`src/ocfr_pkg.sv`:
```
// Package: constants, field layouts and types for the output-current fault response block
package ocfr_pkg;

    // Command codes at which the registers stand
    localparam logic [7:0]  OCFR_CMD_OC_ACT   = 8'hE5;   // Overcurrent action byte
    localparam logic [7:0]  OCFR_CMD_UC_ACT   = 8'hE6;   // Undercurrent action byte
    localparam logic [7:0]  OCFR_CMD_AVG_OC   = 8'hE7;   // Average overcurrent threshold
    localparam logic [7:0]  OCFR_CMD_AVG_UC   = 8'hE8;   // Average undercurrent threshold

    // Action byte reset value and field codes
    localparam logic [7:0]  OCFR_ACT_RESET    = 8'h80;   // Immediate shutdown, no retries
    localparam logic [1:0]  OCFR_MODE_RETRY   = 2'b10;   // Disable now, then follow retry field
    localparam logic [1:0]  OCFR_MODE_WHILE   = 2'b11;   // Off only while fault persists
    localparam logic [2:0]  OCFR_RETRY_NONE   = 3'b000;  // Stay off until cleared
    localparam logic [2:0]  OCFR_RETRY_FOREVER = 3'b111; // Restart without end

    // Linear-11 layout: exponent in 15:11, mantissa in 10:0
    localparam int          OCFR_LIN_EXP_LSB  = 11;      // Exponent position
    localparam int          OCFR_LIN_MANT_W   = 11;      // Mantissa width
    localparam int          OCFR_FIX_FRAC     = 4;       // Sample fraction bits (1/16 A)
    localparam int          OCFR_LIMIT_AMPS   = 100;     // Accepted magnitude of thresholds

    // Status bits reported on the status port
    localparam int          OCFR_STAT_OC_BIT  = 7;       // Overcurrent fault bit
    localparam int          OCFR_STAT_UC_BIT  = 4;       // Undercurrent fault bit

    // Fault indices inside the response engines
    localparam int          OCFR_FLT_OC       = 0;       // Overcurrent engine
    localparam int          OCFR_FLT_UC       = 1;       // Undercurrent engine

    // Timing: retry delay unit
    localparam int          OCFR_CLK_HZ       = 40_000_000;    // System clock rate
    localparam int          OCFR_RETRY_UNIT_MS = 35;           // Retry unit in ms
    localparam int          OCFR_RETRY_UNIT_CYC = OCFR_CLK_HZ / 1000 * OCFR_RETRY_UNIT_MS;

    // Action byte layout: mode 7:6, retry 5:3, delay 2:0
    typedef struct packed {
        logic [1:0] mode;   // Response mode
        logic [2:0] retry;  // Retry setting
        logic [2:0] delay;  // Retry delay units minus one
    } ocfr_action_t;

    // Register request from the management interface
    typedef struct packed {
        logic        wr;    // Write strobe
        logic        rd;    // Read strobe
        logic [7:0]  cmd;   // Command code
        logic [15:0] wdata; // Write data
    } ocfr_req_t;

    // One current-sense sample with its phase marks
    typedef struct packed {
        logic               valid;  // Sample strobe
        logic               on_ph;  // High during the D interval
        logic               blank;  // High during blanking
        logic signed [15:0] value;  // Current, 1/16 A units
    } ocfr_sample_t;

    // Response engine states
    typedef enum logic [3:0] {
        OCFR_ST_RUN   = 4'b0001,  // Output allowed
        OCFR_ST_HOLD  = 4'b0010,  // Off until faults cleared
        OCFR_ST_WAIT  = 4'b0100,  // Off while fault persists
        OCFR_ST_RETRY = 4'b1000   // Off, timing next restart
    } ocfr_state_t;

endpackage

```
`src/ocfr_core.sv`:
```
// Output-current fault response: action registers, average thresholds, retry engines
//
// Functional notes
// - Undercurrent action byte resets to 80h.
// - Any current fault pulls alert, sets sticky bit.
// - Undercurrent sets the undercurrent bit only.
// - Mode 10 disables at once, then follows the retry field.
// - Mode 11 resumes once fault disappears.
// - Retry 000 holds output off until cleared.
// - Retry 111 restarts endlessly until stopped.
// - Retry spacing is (delay+1) times 35 ms.
// - Thresholds are two-byte Linear-11 read-write values.
// - Thresholds accepted within minus to plus 100 A.
// - Average overcurrent threshold resets from pin strap.
// - Down-slope averages off-time samples after blanking.
// - Up-slope averages on-time samples after blanking.
// - Average overcurrent shares overcurrent bit and response.
// - Average undercurrent shares undercurrent bit and response.
// - Overcurrent action byte same layout, 80h reset.
// - Average undercurrent resets to negated strap threshold.
`timescale 1ns/1ps
`default_nettype none
module ocfr_core
    import ocfr_pkg::*;
#(
    parameter int RETRY_UNIT_CYC = OCFR_RETRY_UNIT_CYC, // Cycles per 35 ms unit
    parameter int CNT_W          = 8                    // Sample counter width
) (
    input  wire logic         clk_sys,        // System clock, 40 MHz
    input  wire logic         sys_rst,        // Synchronous reset, active high
    input  wire ocfr_req_t    req,            // Register request
    output logic [15:0]       rdata,          // Read data, registered
    output logic              rvalid,         // Read data valid pulse
    input  wire logic [15:0]  strap_oc_limit, // Pin-strap average OC threshold
    input  wire logic         clear_faults,   // Clear-faults command pulse
    input  wire logic         sense_up,       // 1: up-slope sensing, 0: down-slope
    input  wire ocfr_sample_t sample,         // Current-sense sample
    input  wire logic         cycle_end,      // End of switching cycle pulse
    input  wire logic         inst_oc,        // Instantaneous overcurrent level
    input  wire logic         inst_uc,        // Instantaneous undercurrent level
    input  wire logic         off_cmd,        // Output commanded off
    input  wire logic         bias_ok,        // Bias power present
    input  wire logic         other_fault,    // Another shutdown fault
    output logic              output_en,      // Output enable to power stage
    output logic [7:0]        status_iout,    // Output-current status byte
    output logic              fault_alert_line_o,  // Alert pin drive level (always 0)
    output logic              fault_alert_line_oe  // Alert pin enable, high pulls low
);

    // Linear-11 to fixed point with clamp to the accepted span
    function automatic logic signed [15:0] lin_to_fix(input logic [15:0] lin);
        logic signed [31:0] mant;
        logic signed [31:0] sh;
        logic signed [31:0] v;
        logic signed [31:0] lim;
        mant = 32'(signed'(lin[OCFR_LIN_MANT_W-1:0]));
        sh   = 32'(signed'(lin[15:OCFR_LIN_EXP_LSB])) + OCFR_FIX_FRAC;
        lim  = OCFR_LIMIT_AMPS << OCFR_FIX_FRAC;
        if (sh >= 0) begin
            v = mant <<< sh[4:0];
        end else begin
            v = mant >>> (-sh);
        end
        if (v > lim) begin          // Beyond the span saturates
            v = lim;
        end else if (v < -lim) begin
            v = -lim;
        end
        return v[15:0];
    endfunction

    // Register and status state
    ocfr_action_t act_r   [2];     // Action bytes: OC, UC
    ocfr_action_t act_nxt [2];
    logic [15:0]  thr_r   [2];     // Linear-11 thresholds: OC, UC
    logic [15:0]  thr_nxt [2];
    logic         strap_done_r;    // Strap loaded after reset release
    logic         strap_done_nxt;
    logic [1:0]   stat_r;          // Sticky fault bits: [0] OC, [1] UC
    logic [1:0]   stat_nxt;
    logic [15:0]  rdata_nxt;       // Read data next
    logic         rvalid_nxt;

    // Averaging state
    logic signed [23:0] sum_r;     // Sample sum over the window
    logic signed [23:0] sum_nxt;
    logic [CNT_W-1:0]   cnt_r;     // Samples in the window
    logic [CNT_W-1:0]   cnt_nxt;
    logic [1:0]         avg_r;     // Last cycle's average results
    logic [1:0]         avg_nxt;
    logic [1:0]         avg_ev;    // Average crossing this cycle
    logic               in_win;    // Sample lies in the averaging window
    logic signed [24:0] lim_oc;    // OC threshold times count
    logic signed [24:0] lim_uc;    // UC threshold times count
    logic [1:0]         fault_now; // Fault events this cycle
    logic [1:0]         fault_lvl; // Fault presence level
    logic               stop_req;  // Conditions that end retrying

    // Response engines
    ocfr_state_t  st_r    [2];
    ocfr_state_t  st_nxt  [2];
    logic [31:0]  div_r   [2];     // Divider toward one 35 ms tick
    logic [31:0]  div_nxt [2];
    logic [2:0]   unit_r  [2];     // Elapsed 35 ms units
    logic [2:0]   unit_nxt[2];
    logic [1:0]   tick;            // One-cycle 35 ms enable

    // Register file: writes, strap capture, reads
    always_comb begin
        act_nxt        = act_r;
        thr_nxt        = thr_r;
        strap_done_nxt = 1'b1;
        rdata_nxt      = rdata;
        rvalid_nxt     = req.rd;
        if (!strap_done_r) begin
            // Strap is sampled once after release, never under reset
            thr_nxt[OCFR_FLT_OC] = strap_oc_limit;
            thr_nxt[OCFR_FLT_UC] = {strap_oc_limit[15:OCFR_LIN_EXP_LSB],
                                    11'(-strap_oc_limit[OCFR_LIN_MANT_W-1:0])};
        end else if (req.wr) begin
            case (req.cmd)
                OCFR_CMD_OC_ACT: act_nxt[OCFR_FLT_OC] = req.wdata[7:0];
                OCFR_CMD_UC_ACT: act_nxt[OCFR_FLT_UC] = req.wdata[7:0];
                OCFR_CMD_AVG_OC: thr_nxt[OCFR_FLT_OC] = req.wdata;
                OCFR_CMD_AVG_UC: thr_nxt[OCFR_FLT_UC] = req.wdata;
                default: ;  // Unmapped codes are ignored
            endcase
        end
        if (req.rd) begin
            case (req.cmd)
                OCFR_CMD_OC_ACT: rdata_nxt = {8'h00, act_r[OCFR_FLT_OC]};
                OCFR_CMD_UC_ACT: rdata_nxt = {8'h00, act_r[OCFR_FLT_UC]};
                OCFR_CMD_AVG_OC: rdata_nxt = thr_r[OCFR_FLT_OC];
                OCFR_CMD_AVG_UC: rdata_nxt = thr_r[OCFR_FLT_UC];
                default:         rdata_nxt = 16'h0000;  // Unmapped reads zero
            endcase
        end
    end

    // Register file flops
    always_ff @(posedge clk_sys) begin
        if (sys_rst) begin
            act_r[0]     <= OCFR_ACT_RESET;
            act_r[1]     <= OCFR_ACT_RESET;
            thr_r[0]     <= 16'h0000;
            thr_r[1]     <= 16'h0000;
            strap_done_r <= 1'b0;
            rdata        <= 16'h0000;
            rvalid       <= 1'b0;
        end else begin
            act_r        <= act_nxt;
            thr_r        <= thr_nxt;
            strap_done_r <= strap_done_nxt;
            rdata        <= rdata_nxt;
            rvalid       <= rvalid_nxt;
        end
    end

    // Averaging window: on-time for up-slope, off-time for down-slope, blanking skipped
    assign in_win = sample.valid && !sample.blank && (sample.on_ph == sense_up);
    // Compare sum against threshold times count, which avoids a divider
    assign lim_oc = 25'(lin_to_fix(thr_r[OCFR_FLT_OC]) * $signed({1'b0, cnt_r}));
    assign lim_uc = 25'(lin_to_fix(thr_r[OCFR_FLT_UC]) * $signed({1'b0, cnt_r}));

    always_comb begin
        sum_nxt = sum_r;
        cnt_nxt = cnt_r;
        avg_nxt = avg_r;
        avg_ev  = 2'b00;
        if (cycle_end) begin
            // One decision per switching cycle; an empty window gives none
            if (cnt_r != '0) begin
                avg_ev[OCFR_FLT_OC] = 25'(sum_r) > lim_oc;
                avg_ev[OCFR_FLT_UC] = 25'(sum_r) < lim_uc;
            end
            avg_nxt = avg_ev;
            sum_nxt = '0;
            cnt_nxt = '0;
        end else if (in_win && cnt_r != '1) begin
            // Counter saturation bounds the sum width
            sum_nxt = sum_r + 24'(sample.value);
            cnt_nxt = cnt_r + 1'b1;
        end
    end

    // Averaging flops
    always_ff @(posedge clk_sys) begin
        if (sys_rst) begin
            sum_r <= '0;
            cnt_r <= '0;
            avg_r <= 2'b00;
        end else begin
            sum_r <= sum_nxt;
            cnt_r <= cnt_nxt;
            avg_r <= avg_nxt;
        end
    end

    // Average and instantaneous limits feed one response path per fault type
    assign fault_now = {inst_uc | avg_ev[OCFR_FLT_UC], inst_oc | avg_ev[OCFR_FLT_OC]};
    assign fault_lvl = {inst_uc | avg_r[OCFR_FLT_UC], inst_oc | avg_r[OCFR_FLT_OC]};
    assign stop_req  = off_cmd | !bias_ok | other_fault;

    // Sticky status; a new fault beats a clear in the same cycle
    assign stat_nxt = fault_now | (stat_r & {2{!clear_faults}});

    always_ff @(posedge clk_sys) begin
        if (sys_rst) begin
            stat_r <= 2'b00;
        end else begin
            stat_r <= stat_nxt;
        end
    end

    // Status byte and open-drain alert
    always_comb begin
        status_iout                   = 8'h00;
        status_iout[OCFR_STAT_OC_BIT] = stat_r[OCFR_FLT_OC];
        status_iout[OCFR_STAT_UC_BIT] = stat_r[OCFR_FLT_UC];
    end
    assign fault_alert_line_o  = 1'b0;
    assign fault_alert_line_oe = |stat_r;

    // One response engine per fault type
    for (genvar i = 0; i < 2; i++) begin : g_eng
        assign tick[i] = (div_r[i] == 32'(RETRY_UNIT_CYC - 1));

        always_comb begin
            st_nxt[i]   = st_r[i];
            div_nxt[i]  = 32'h0000_0000;
            unit_nxt[i] = 3'b000;
            case (st_r[i])
                OCFR_ST_RUN: begin
                    if (fault_now[i]) begin
                        if (act_r[i].mode == OCFR_MODE_WHILE) begin
                            st_nxt[i] = OCFR_ST_WAIT;
                        end else if (act_r[i].retry == OCFR_RETRY_FOREVER) begin
                            st_nxt[i] = OCFR_ST_RETRY;
                        end else begin
                            // Unused retry codes behave as no retry
                            st_nxt[i] = OCFR_ST_HOLD;
                        end
                    end
                end
                OCFR_ST_WAIT: begin
                    if (!fault_lvl[i]) begin
                        st_nxt[i] = OCFR_ST_RUN;
                    end
                end
                OCFR_ST_RETRY: begin
                    div_nxt[i]  = tick[i] ? 32'h0000_0000 : div_r[i] + 1;
                    unit_nxt[i] = tick[i] ? unit_r[i] + 1'b1 : unit_r[i];
                    if (stop_req) begin
                        st_nxt[i] = OCFR_ST_HOLD;
                    end else if (tick[i] && unit_r[i] == act_r[i].delay) begin
                        // Restart whether or not the fault is still there
                        st_nxt[i] = OCFR_ST_RUN;
                    end
                end
                OCFR_ST_HOLD: begin
                    if (clear_faults) begin
                        st_nxt[i] = OCFR_ST_RUN;
                    end
                end
                default: st_nxt[i] = OCFR_ST_HOLD;  // Illegal code shuts down
            endcase
        end

        // Engine flops
        always_ff @(posedge clk_sys) begin
            if (sys_rst) begin
                st_r[i]   <= OCFR_ST_RUN;
                div_r[i]  <= 32'h0000_0000;
                unit_r[i] <= 3'b000;
            end else begin
                st_r[i]   <= st_nxt[i];
                div_r[i]  <= div_nxt[i];
                unit_r[i] <= unit_nxt[i];
            end
        end

        // Checks: helper age of the current retry wait
        logic [31:0] age_r;
        always_ff @(posedge clk_sys) begin
            if (sys_rst || st_r[i] != OCFR_ST_RETRY) begin
                age_r <= 32'h0000_0000;
            end else begin
                age_r <= age_r + 1;
            end
        end

    end

    // Output allowed only while both engines run
    assign output_en = (st_r[0] == OCFR_ST_RUN) && (st_r[1] == OCFR_ST_RUN);
endmodule
`default_nettype wire

```
`config.mk`:
```
export PLATFORM = sky130hd
export DESIGN_NAME = ocfr_core
export DESIGN_NICKNAME = d
export VERILOG_FILES = /design/src/ocfr_pkg.sv /design/src/ocfr_core.sv
export SDC_FILE = /design/constraint.sdc
export NUM_CORES = 1
export LEC_CHECK = 0
export BUFFER_PORTS_ARGS = -buffer_cell sky130_fd_sc_hd__buf_2
export CORE_MARGIN = 3
export CORE_UTILIZATION = 40
export CTS_CLUSTER_DIAMETER = 80
export CTS_CLUSTER_SIZE = 20
export DETAILED_ROUTE_END_ITERATION = 12
export PLACE_DENSITY = 0.63
export RECOVER_POWER = 100
export SLEW_MARGIN = 40
export SYNTH_ARGS = -nofsm -noshare
export SYNTH_HDL_FRONTEND = slang
export SYNTH_SLANG_ARGS = --single-unit
```
`constraint.sdc`:
```
create_clock -name clk_sys -period 10.89 [get_ports clk_sys]
set_input_delay 0.5445 -clock clk_sys [delete_from_list [all_inputs] [get_ports clk_sys]]
set_output_delay 0.5445 -clock clk_sys [all_outputs]
set_load 0.05 [all_outputs]
```
Yosys cells after proc, flatten, opt, wreduce, memory -nomap -nowiden
Memories as Yosys holds them, arrays and structs flattened.
Index checks and enable logic that the tools add are counted.
{"block": "op_classes", "eq_ne": 25, "add_sub_neg": 11, "shifts": 4, "n_mul": 2, "bitwise_logic": 14, "order_cmp": 8, "n_mux": 46, "n_reduce_logical": 16}
{"operator": "2-to-1 mux 32 bit", "count": 10}
{"operator": "2-to-1 mux 16 bit", "count": 6}
{"operator": "adder 32 x 1 -> 32 bit (second input constant)", "count": 2}
{"operator": "equality test 32 x 21 -> 1 bit (second input constant)", "count": 2}
{"operator": "greater-than comparator 32 x 12 -> 1 bit (second input constant)", "count": 2}
{"operator": "less-than comparator 32 x 12 -> 1 bit (second input constant)", "count": 2}
{"operator": "2-to-1 mux 4 bit", "count": 16}
{"operator": "negator 6 -> 32 bit", "count": 2}
{"operator": "case mux 16 bit (4 select lines)", "count": 1}
{"operator": "<<< shifter 11 x 5 -> 32 bit", "count": 2}
{"operator": ">>> shifter 11 x 32 -> 32 bit", "count": 2}
{"operator": "multiplier 16 x 9 -> 25 bit", "count": 2}
{"operator": "equality test 8 bit (second input constant)", "count": 4}
{"operator": "case mux 4 bit (4 select lines)", "count": 2}
{"operator": "greater-than comparator 24 x 25 -> 1 bit", "count": 1}
{"operator": "less-than comparator 24 x 25 -> 1 bit", "count": 1}
{"operator": "adder 24 x 16 -> 24 bit", "count": 1}
{"operator": "2-to-1 mux 3 bit", "count": 6}
{"operator": "adder 5 x 4 -> 6 bit (second input constant)", "count": 2}
{"operator": "greater-or-equal comparator 6 x 1 -> 1 bit (second input constant)", "count": 2}
{"operator": "OR 1 bit", "count": 12}
{"operator": "negator 11 bit", "count": 1}
{"operator": "adder 8 x 1 -> 8 bit (second input constant)", "count": 1}
{"operator": "equality test 4 x 1 -> 1 bit (second input constant)", "count": 2}
{"operator": "21 further kinds", "count": 42}
{"block": "totals", "mem_count": 3, "wordCells": 144, "ram_bits": 78, "reg_bits": 102}
{"memory": "div_r", "depth": 2, "width": 32, "rd": 2, "rd_ports_with_merged_regs": 0, "write_ports": 2, "line_no": "ocfr_core.sv:102", "source": "logic [31:0] div_r [2];"}
{"memory": "st_r", "depth": 2, "width": 4, "rd": 2, "rd_ports_with_merged_regs": 0, "write_ports": 2, "line_no": "ocfr_core.sv:100", "source": "ocfr_state_t st_r [2];"}
{"memory": "unit_r", "depth": 2, "width": 3, "rd": 2, "rd_ports_with_merged_regs": 0, "write_ports": 2, "line_no": "ocfr_core.sv:104", "source": "logic [2:0] unit_r [2];"}

Depth between registers and ports, before layout
{"block": "logic_depth", "word_depth": 15, "ltp_mapped": 49, "ltp_nobuf": 42}

Worst setup path after synthesis
Ideal clock, no wire load.
{"block": "synth_path", "path_type": "register -> register", "startpoint": "register thr_r[29] in the netlist's numbering", "endpoint": "memory st_r[0][1] in the netlist's numbering", "arrival_ns": 9.936, "t_required_ns": 10.746, "path_slack_ns": 0.810, "stages_incl_launch_ff": 41, "path_cell_list": "dfxtp_1 -> clkbuf_1 -> buf_1 -> buf_1 -> nand2_1 -> nand2_1 -> nand4_1 -> ha_1 -> or4bb_1 -> or3_4 -> or4_4 -> a211o_1 -> o2111ai_2 -> nor3b_1 -> nand4_2 -> a31oi_1 -> buf_2 -> and4_1 -> (+5 left out) -> inv_1 -> fa_1 -> inv_1 -> ha_1 -> or4_1 -> o211ai_1 -> a21oi_1 -> a21o_1 -> xnor2_1 -> ha_1 -> a21o_1 -> a21o_1 -> a21oi_1 -> inv_1 -> a2111oi_0 -> o21ai_0 -> a221oi_1 -> a211oi_1"}
{"item": "start, declared", "line_no": "ocfr_core.sv:75", "source": "logic [15:0] thr_r [2];"}
{"item": "start signal, assigned", "line_no": "ocfr_core.sv:152", "source": "thr_r <= thr_nxt;"}
{"item": "end, declared", "line_no": "ocfr_core.sv:100"}

==> impl_metrics.env <==
export IMPL_slowest_delay_ps=620
export IMPL_synth_seq_cells=180
export IMPL_fill_cells=6007
export IMPL_seq_area_um2=3610
export IMPL_vias_per_cell=5.58
export IMPL_clock_latency_ps=470
export IMPL_final_antenna_net_count=0
export IMPL_hp_start="req[12]"
export IMPL_cts_clk_slew_worst_paths_ps=80
export IMPL_grt_pass1_wl_mm=109
export IMPL_fmax_ghz=0.0968
export IMPL_yosysUniqueCellTypes=105
export IMPL_hold_path_cell_count=3
export IMPL_drc=0
export IMPL_cp_required_ps=11210
export IMPL_r2r_start="thr_r[30]"
export IMPL_synth_edf_count=0
export IMPL_final_common_cell="inv_1"
export IMPL_rows=89
export IMPL_min_period_ps=10330
export IMPL_hold_path_class="primary input to register"
export IMPL_fin_nets=3529
export IMPL_syn_cell_area_um2=24200
export IMPL_critPathArrivalTime_ps=10650
export IMPL_place_area_um2=25400
export IMPL_antenna_found_initial=3
export IMPL_wirelength_mm=66.0
export IMPL_max_slew_margin_rel_pct=-31.9
export IMPL_grt_pass1_vias=20700
export IMPL_synth_top_area_cell="fa_1"
export IMPL_hold_path_end="thr_r[28]"
export IMPL_drive_above_1_share_pct=8.35
export IMPL_tightest_slew_ps=1980
export IMPL_io_pins=99
export IMPL_end_kind="register"
export IMPL_port_buffers=91
export IMPL_layout_common_cells="inv_1, nand2_1, nor2_1"
export IMPL_cts_htree_levels=4
export IMPL_drv_slew=98
export IMPL_cts_tree="yes"
export IMPL_die_h_um=252
export IMPL_worstPathMaxFanout=15
export IMPL_vias=21400
export IMPL_synth_yosys_seq_area_share_pct=14.9
export IMPL_r2r_setup_slack_ps=560
export IMPL_holdBufCountCts=0
export IMPL_pwr_density_cell_nw_per_um2=72.3
export IMPL_fin_worst_skew_ps=10.9
export IMPL_track_usage_pct=21.1
export IMPL_syn2layout_area_growth_pct=7.96
export IMPL_total_power_w=0.00189
export IMPL_cp_start_kind="register"
export IMPL_postSynthCellCount=3039
export IMPL_hpwl_mm=50.6
export IMPL_peakVddDrop_uv=93.6
export IMPL_setup_viol=0
export IMPL_final_cell_area_um2=26100
export IMPL_critical_path_class="register to register"
export IMPL_gp_congestion=0.920
export IMPL_multi_input_area_um2=18500
export IMPL_clockBufferDepth=2
export IMPL_die_width_um=252
export IMPL_start_util_pct=40.7
export IMPL_grt_overflow=0
export IMPL_grt_max_degree=65
export IMPL_drtPass1Iterations=5
export IMPL_synth_top_area_share_pct=17.0
export IMPL_hold_violations=0
export IMPL_numCtsBuffers=17
export IMPL_clock_sinks=180
export IMPL_wl_per_cell_um=17.2
export IMPL_avgSynthCellArea_um2=7.95
export IMPL_status="finished with violations"
export IMPL_die_area_um2=63400
export IMPL_yosys_warnings=0
export IMPL_drv_cap=3
export IMPL_crit_slowest_cell="or4bb_1"
export IMPL_violations="max-capacitance violations, max-slew violations"
export IMPL_fin_crit_sh_pct=94.8
export IMPL_ff2ff_path_depth=38
export IMPL_synth_area_leaders="fa_1, dfxtp_1, ha_1, inv_1, nand2_1"
export IMPL_cts_root_buffer="clkbuf_16"
export IMPL_core_area_um2=59400
export IMPL_drt_iter0_drc=1769
export IMPL_synth_flop_cell="dfxtp_1"
export IMPL_r2r_end="st_r[0][1]"
export IMPL_p_leak_nw=11.8
export IMPL_synthArstFlopShare_pct=0
cell type report:
| class | instances | area share (%) |
|---|---|---|
| Timing Repair Buffer | 148 | 3.35 |
| Sequential cell | 180 | 13.8 |
| Multi-Input combinational cell | 2294 | 70.9 |
| Clock inverter | 13 | 0.604 |
| Inverter | 413 | 5.94 |
| Clock buffer | 18 | 1.65 |
| Tap cell | 773 | 3.71 |
| Antenna cell | 2 | 0.0192 |
logic make-up (layout without fill, tap and decap cells):
group | count (synthesis) | count (layout) | share of synthesized area, %
and+or+nand+nor | 1097 | 1097 | 22.3
buffers and inverters | 571 | 592 | 9.37
AOI/OAI and AO/OA | 541 | 541 | 15.1
adders and majority gates | 404 | 404 | 27.3
DFF | 180 | 180 | 14.9
xor gates and xnor gates | 157 | 157 | 5.72
muxes | 88 | 88 | 5.23
other | 1 | 9 | 0.0155
synthesized netlist by cell type, types with 22 or more instances:
master,number
mux2i_1,44
a21oi_1,157
nand2_1,310
dfxtp_1,180
a21o_1,38
fa_1,205
xnor2_1,86
mux4_2,29
nand2b_1,35
nand4_1,59
a31oi_1,31
and2_1,28
and4_1,26
nor4_1,22
clkbuf_1,116
inv_1,405
nor3_1,51
o21a_1,28
ha_1,199
xor2_1,70
and3_1,59
nand3_1,117
nor2_1,282
a311oi_1,23
a211oi_1,27
o21ai_0,74
state kept, by name, indices dropped and copies added, names as in the netlist:
name and flops:
div_r 64, unit_r 6, stat_r 2, strap_done_r 1
rvalid 1, avg_r 2, rdata 16, cnt_r 8
st_r 8, sum_r 24, act_r 16, thr_r 32
power by group:
group	internal [W]	switching, W
clock network	0.000327	0.000311
logic	0.000197	0.000348
registers	0.000671	0.0000310
layer usage:
metal / global-route usage (%) / up-vias / routed length, um / share of wire, %
li1: - / 10400 / - / -
met1: 29.5 / 10300 / 30600 / 46
met2: 33.5 / 602 / 30000 / 45
met3: 3.81 / 96 / 3940 / 6.0
met4: 6.12 / 0 / 1490 / 2.2
met5: 0 / - / 0 / 0
per-stage QoR:
| step | cells | setup TNS (ps) | util [%] | hold WS (ps) | setup WS, ps |
|---|---|---|---|---|---|
| 4_1_cts | 3837 | 0 | 43.7 | 305 | 107 |
| 3_5_place_dp | 3806 | 0 | 42.8 | 447 | 138 |
| 5_1_grt | 3841 | -3.16 | 43.9 | 328 | -3.16 |
| 2_1_floorplan | 3045 | 0 | - | 426 | 810 |
| 3_3_place_gp | 3806 | 0 | 42.7 | 445 | 168 |
| 6_report | 3841 | 0 | 43.9 | 345 | 564 |
worst max-delay path: cells and delay by family (launching register included):
kind / cells / cell delay (ps)
and+or+nand+nor: 5 / 2220
xor gates and xnor gates: 2 / 260
AOI/OAI and AO/OA: 15 / 3170
DFF: 1 / 420
buffers and inverters: 8 / 990
adders and majority gates: 8 / 3070
worst max path at each step:
stage                    from          to  slack, ps  cells after the start
floorplan           thr_r[29]  st_r[0][1]        810                     40
global placement    thr_r[29]  st_r[0][0]        170                     39
detailed placement  thr_r[29]  st_r[0][3]        140                     39
CTS                 thr_r[29]  st_r[0][0]        110                     39
global route        thr_r[30]  st_r[0][1]         -3                     39
finish              thr_r[30]  st_r[0][1]        560                     38
timing repair:
action,in CTS,in global routing
endpoints found under the hold margin,0,0
resized for setup,0,29
buffers inserted,0,2
endpoints found under the setup margin,0,12
(Power assumes the default switching activity.)
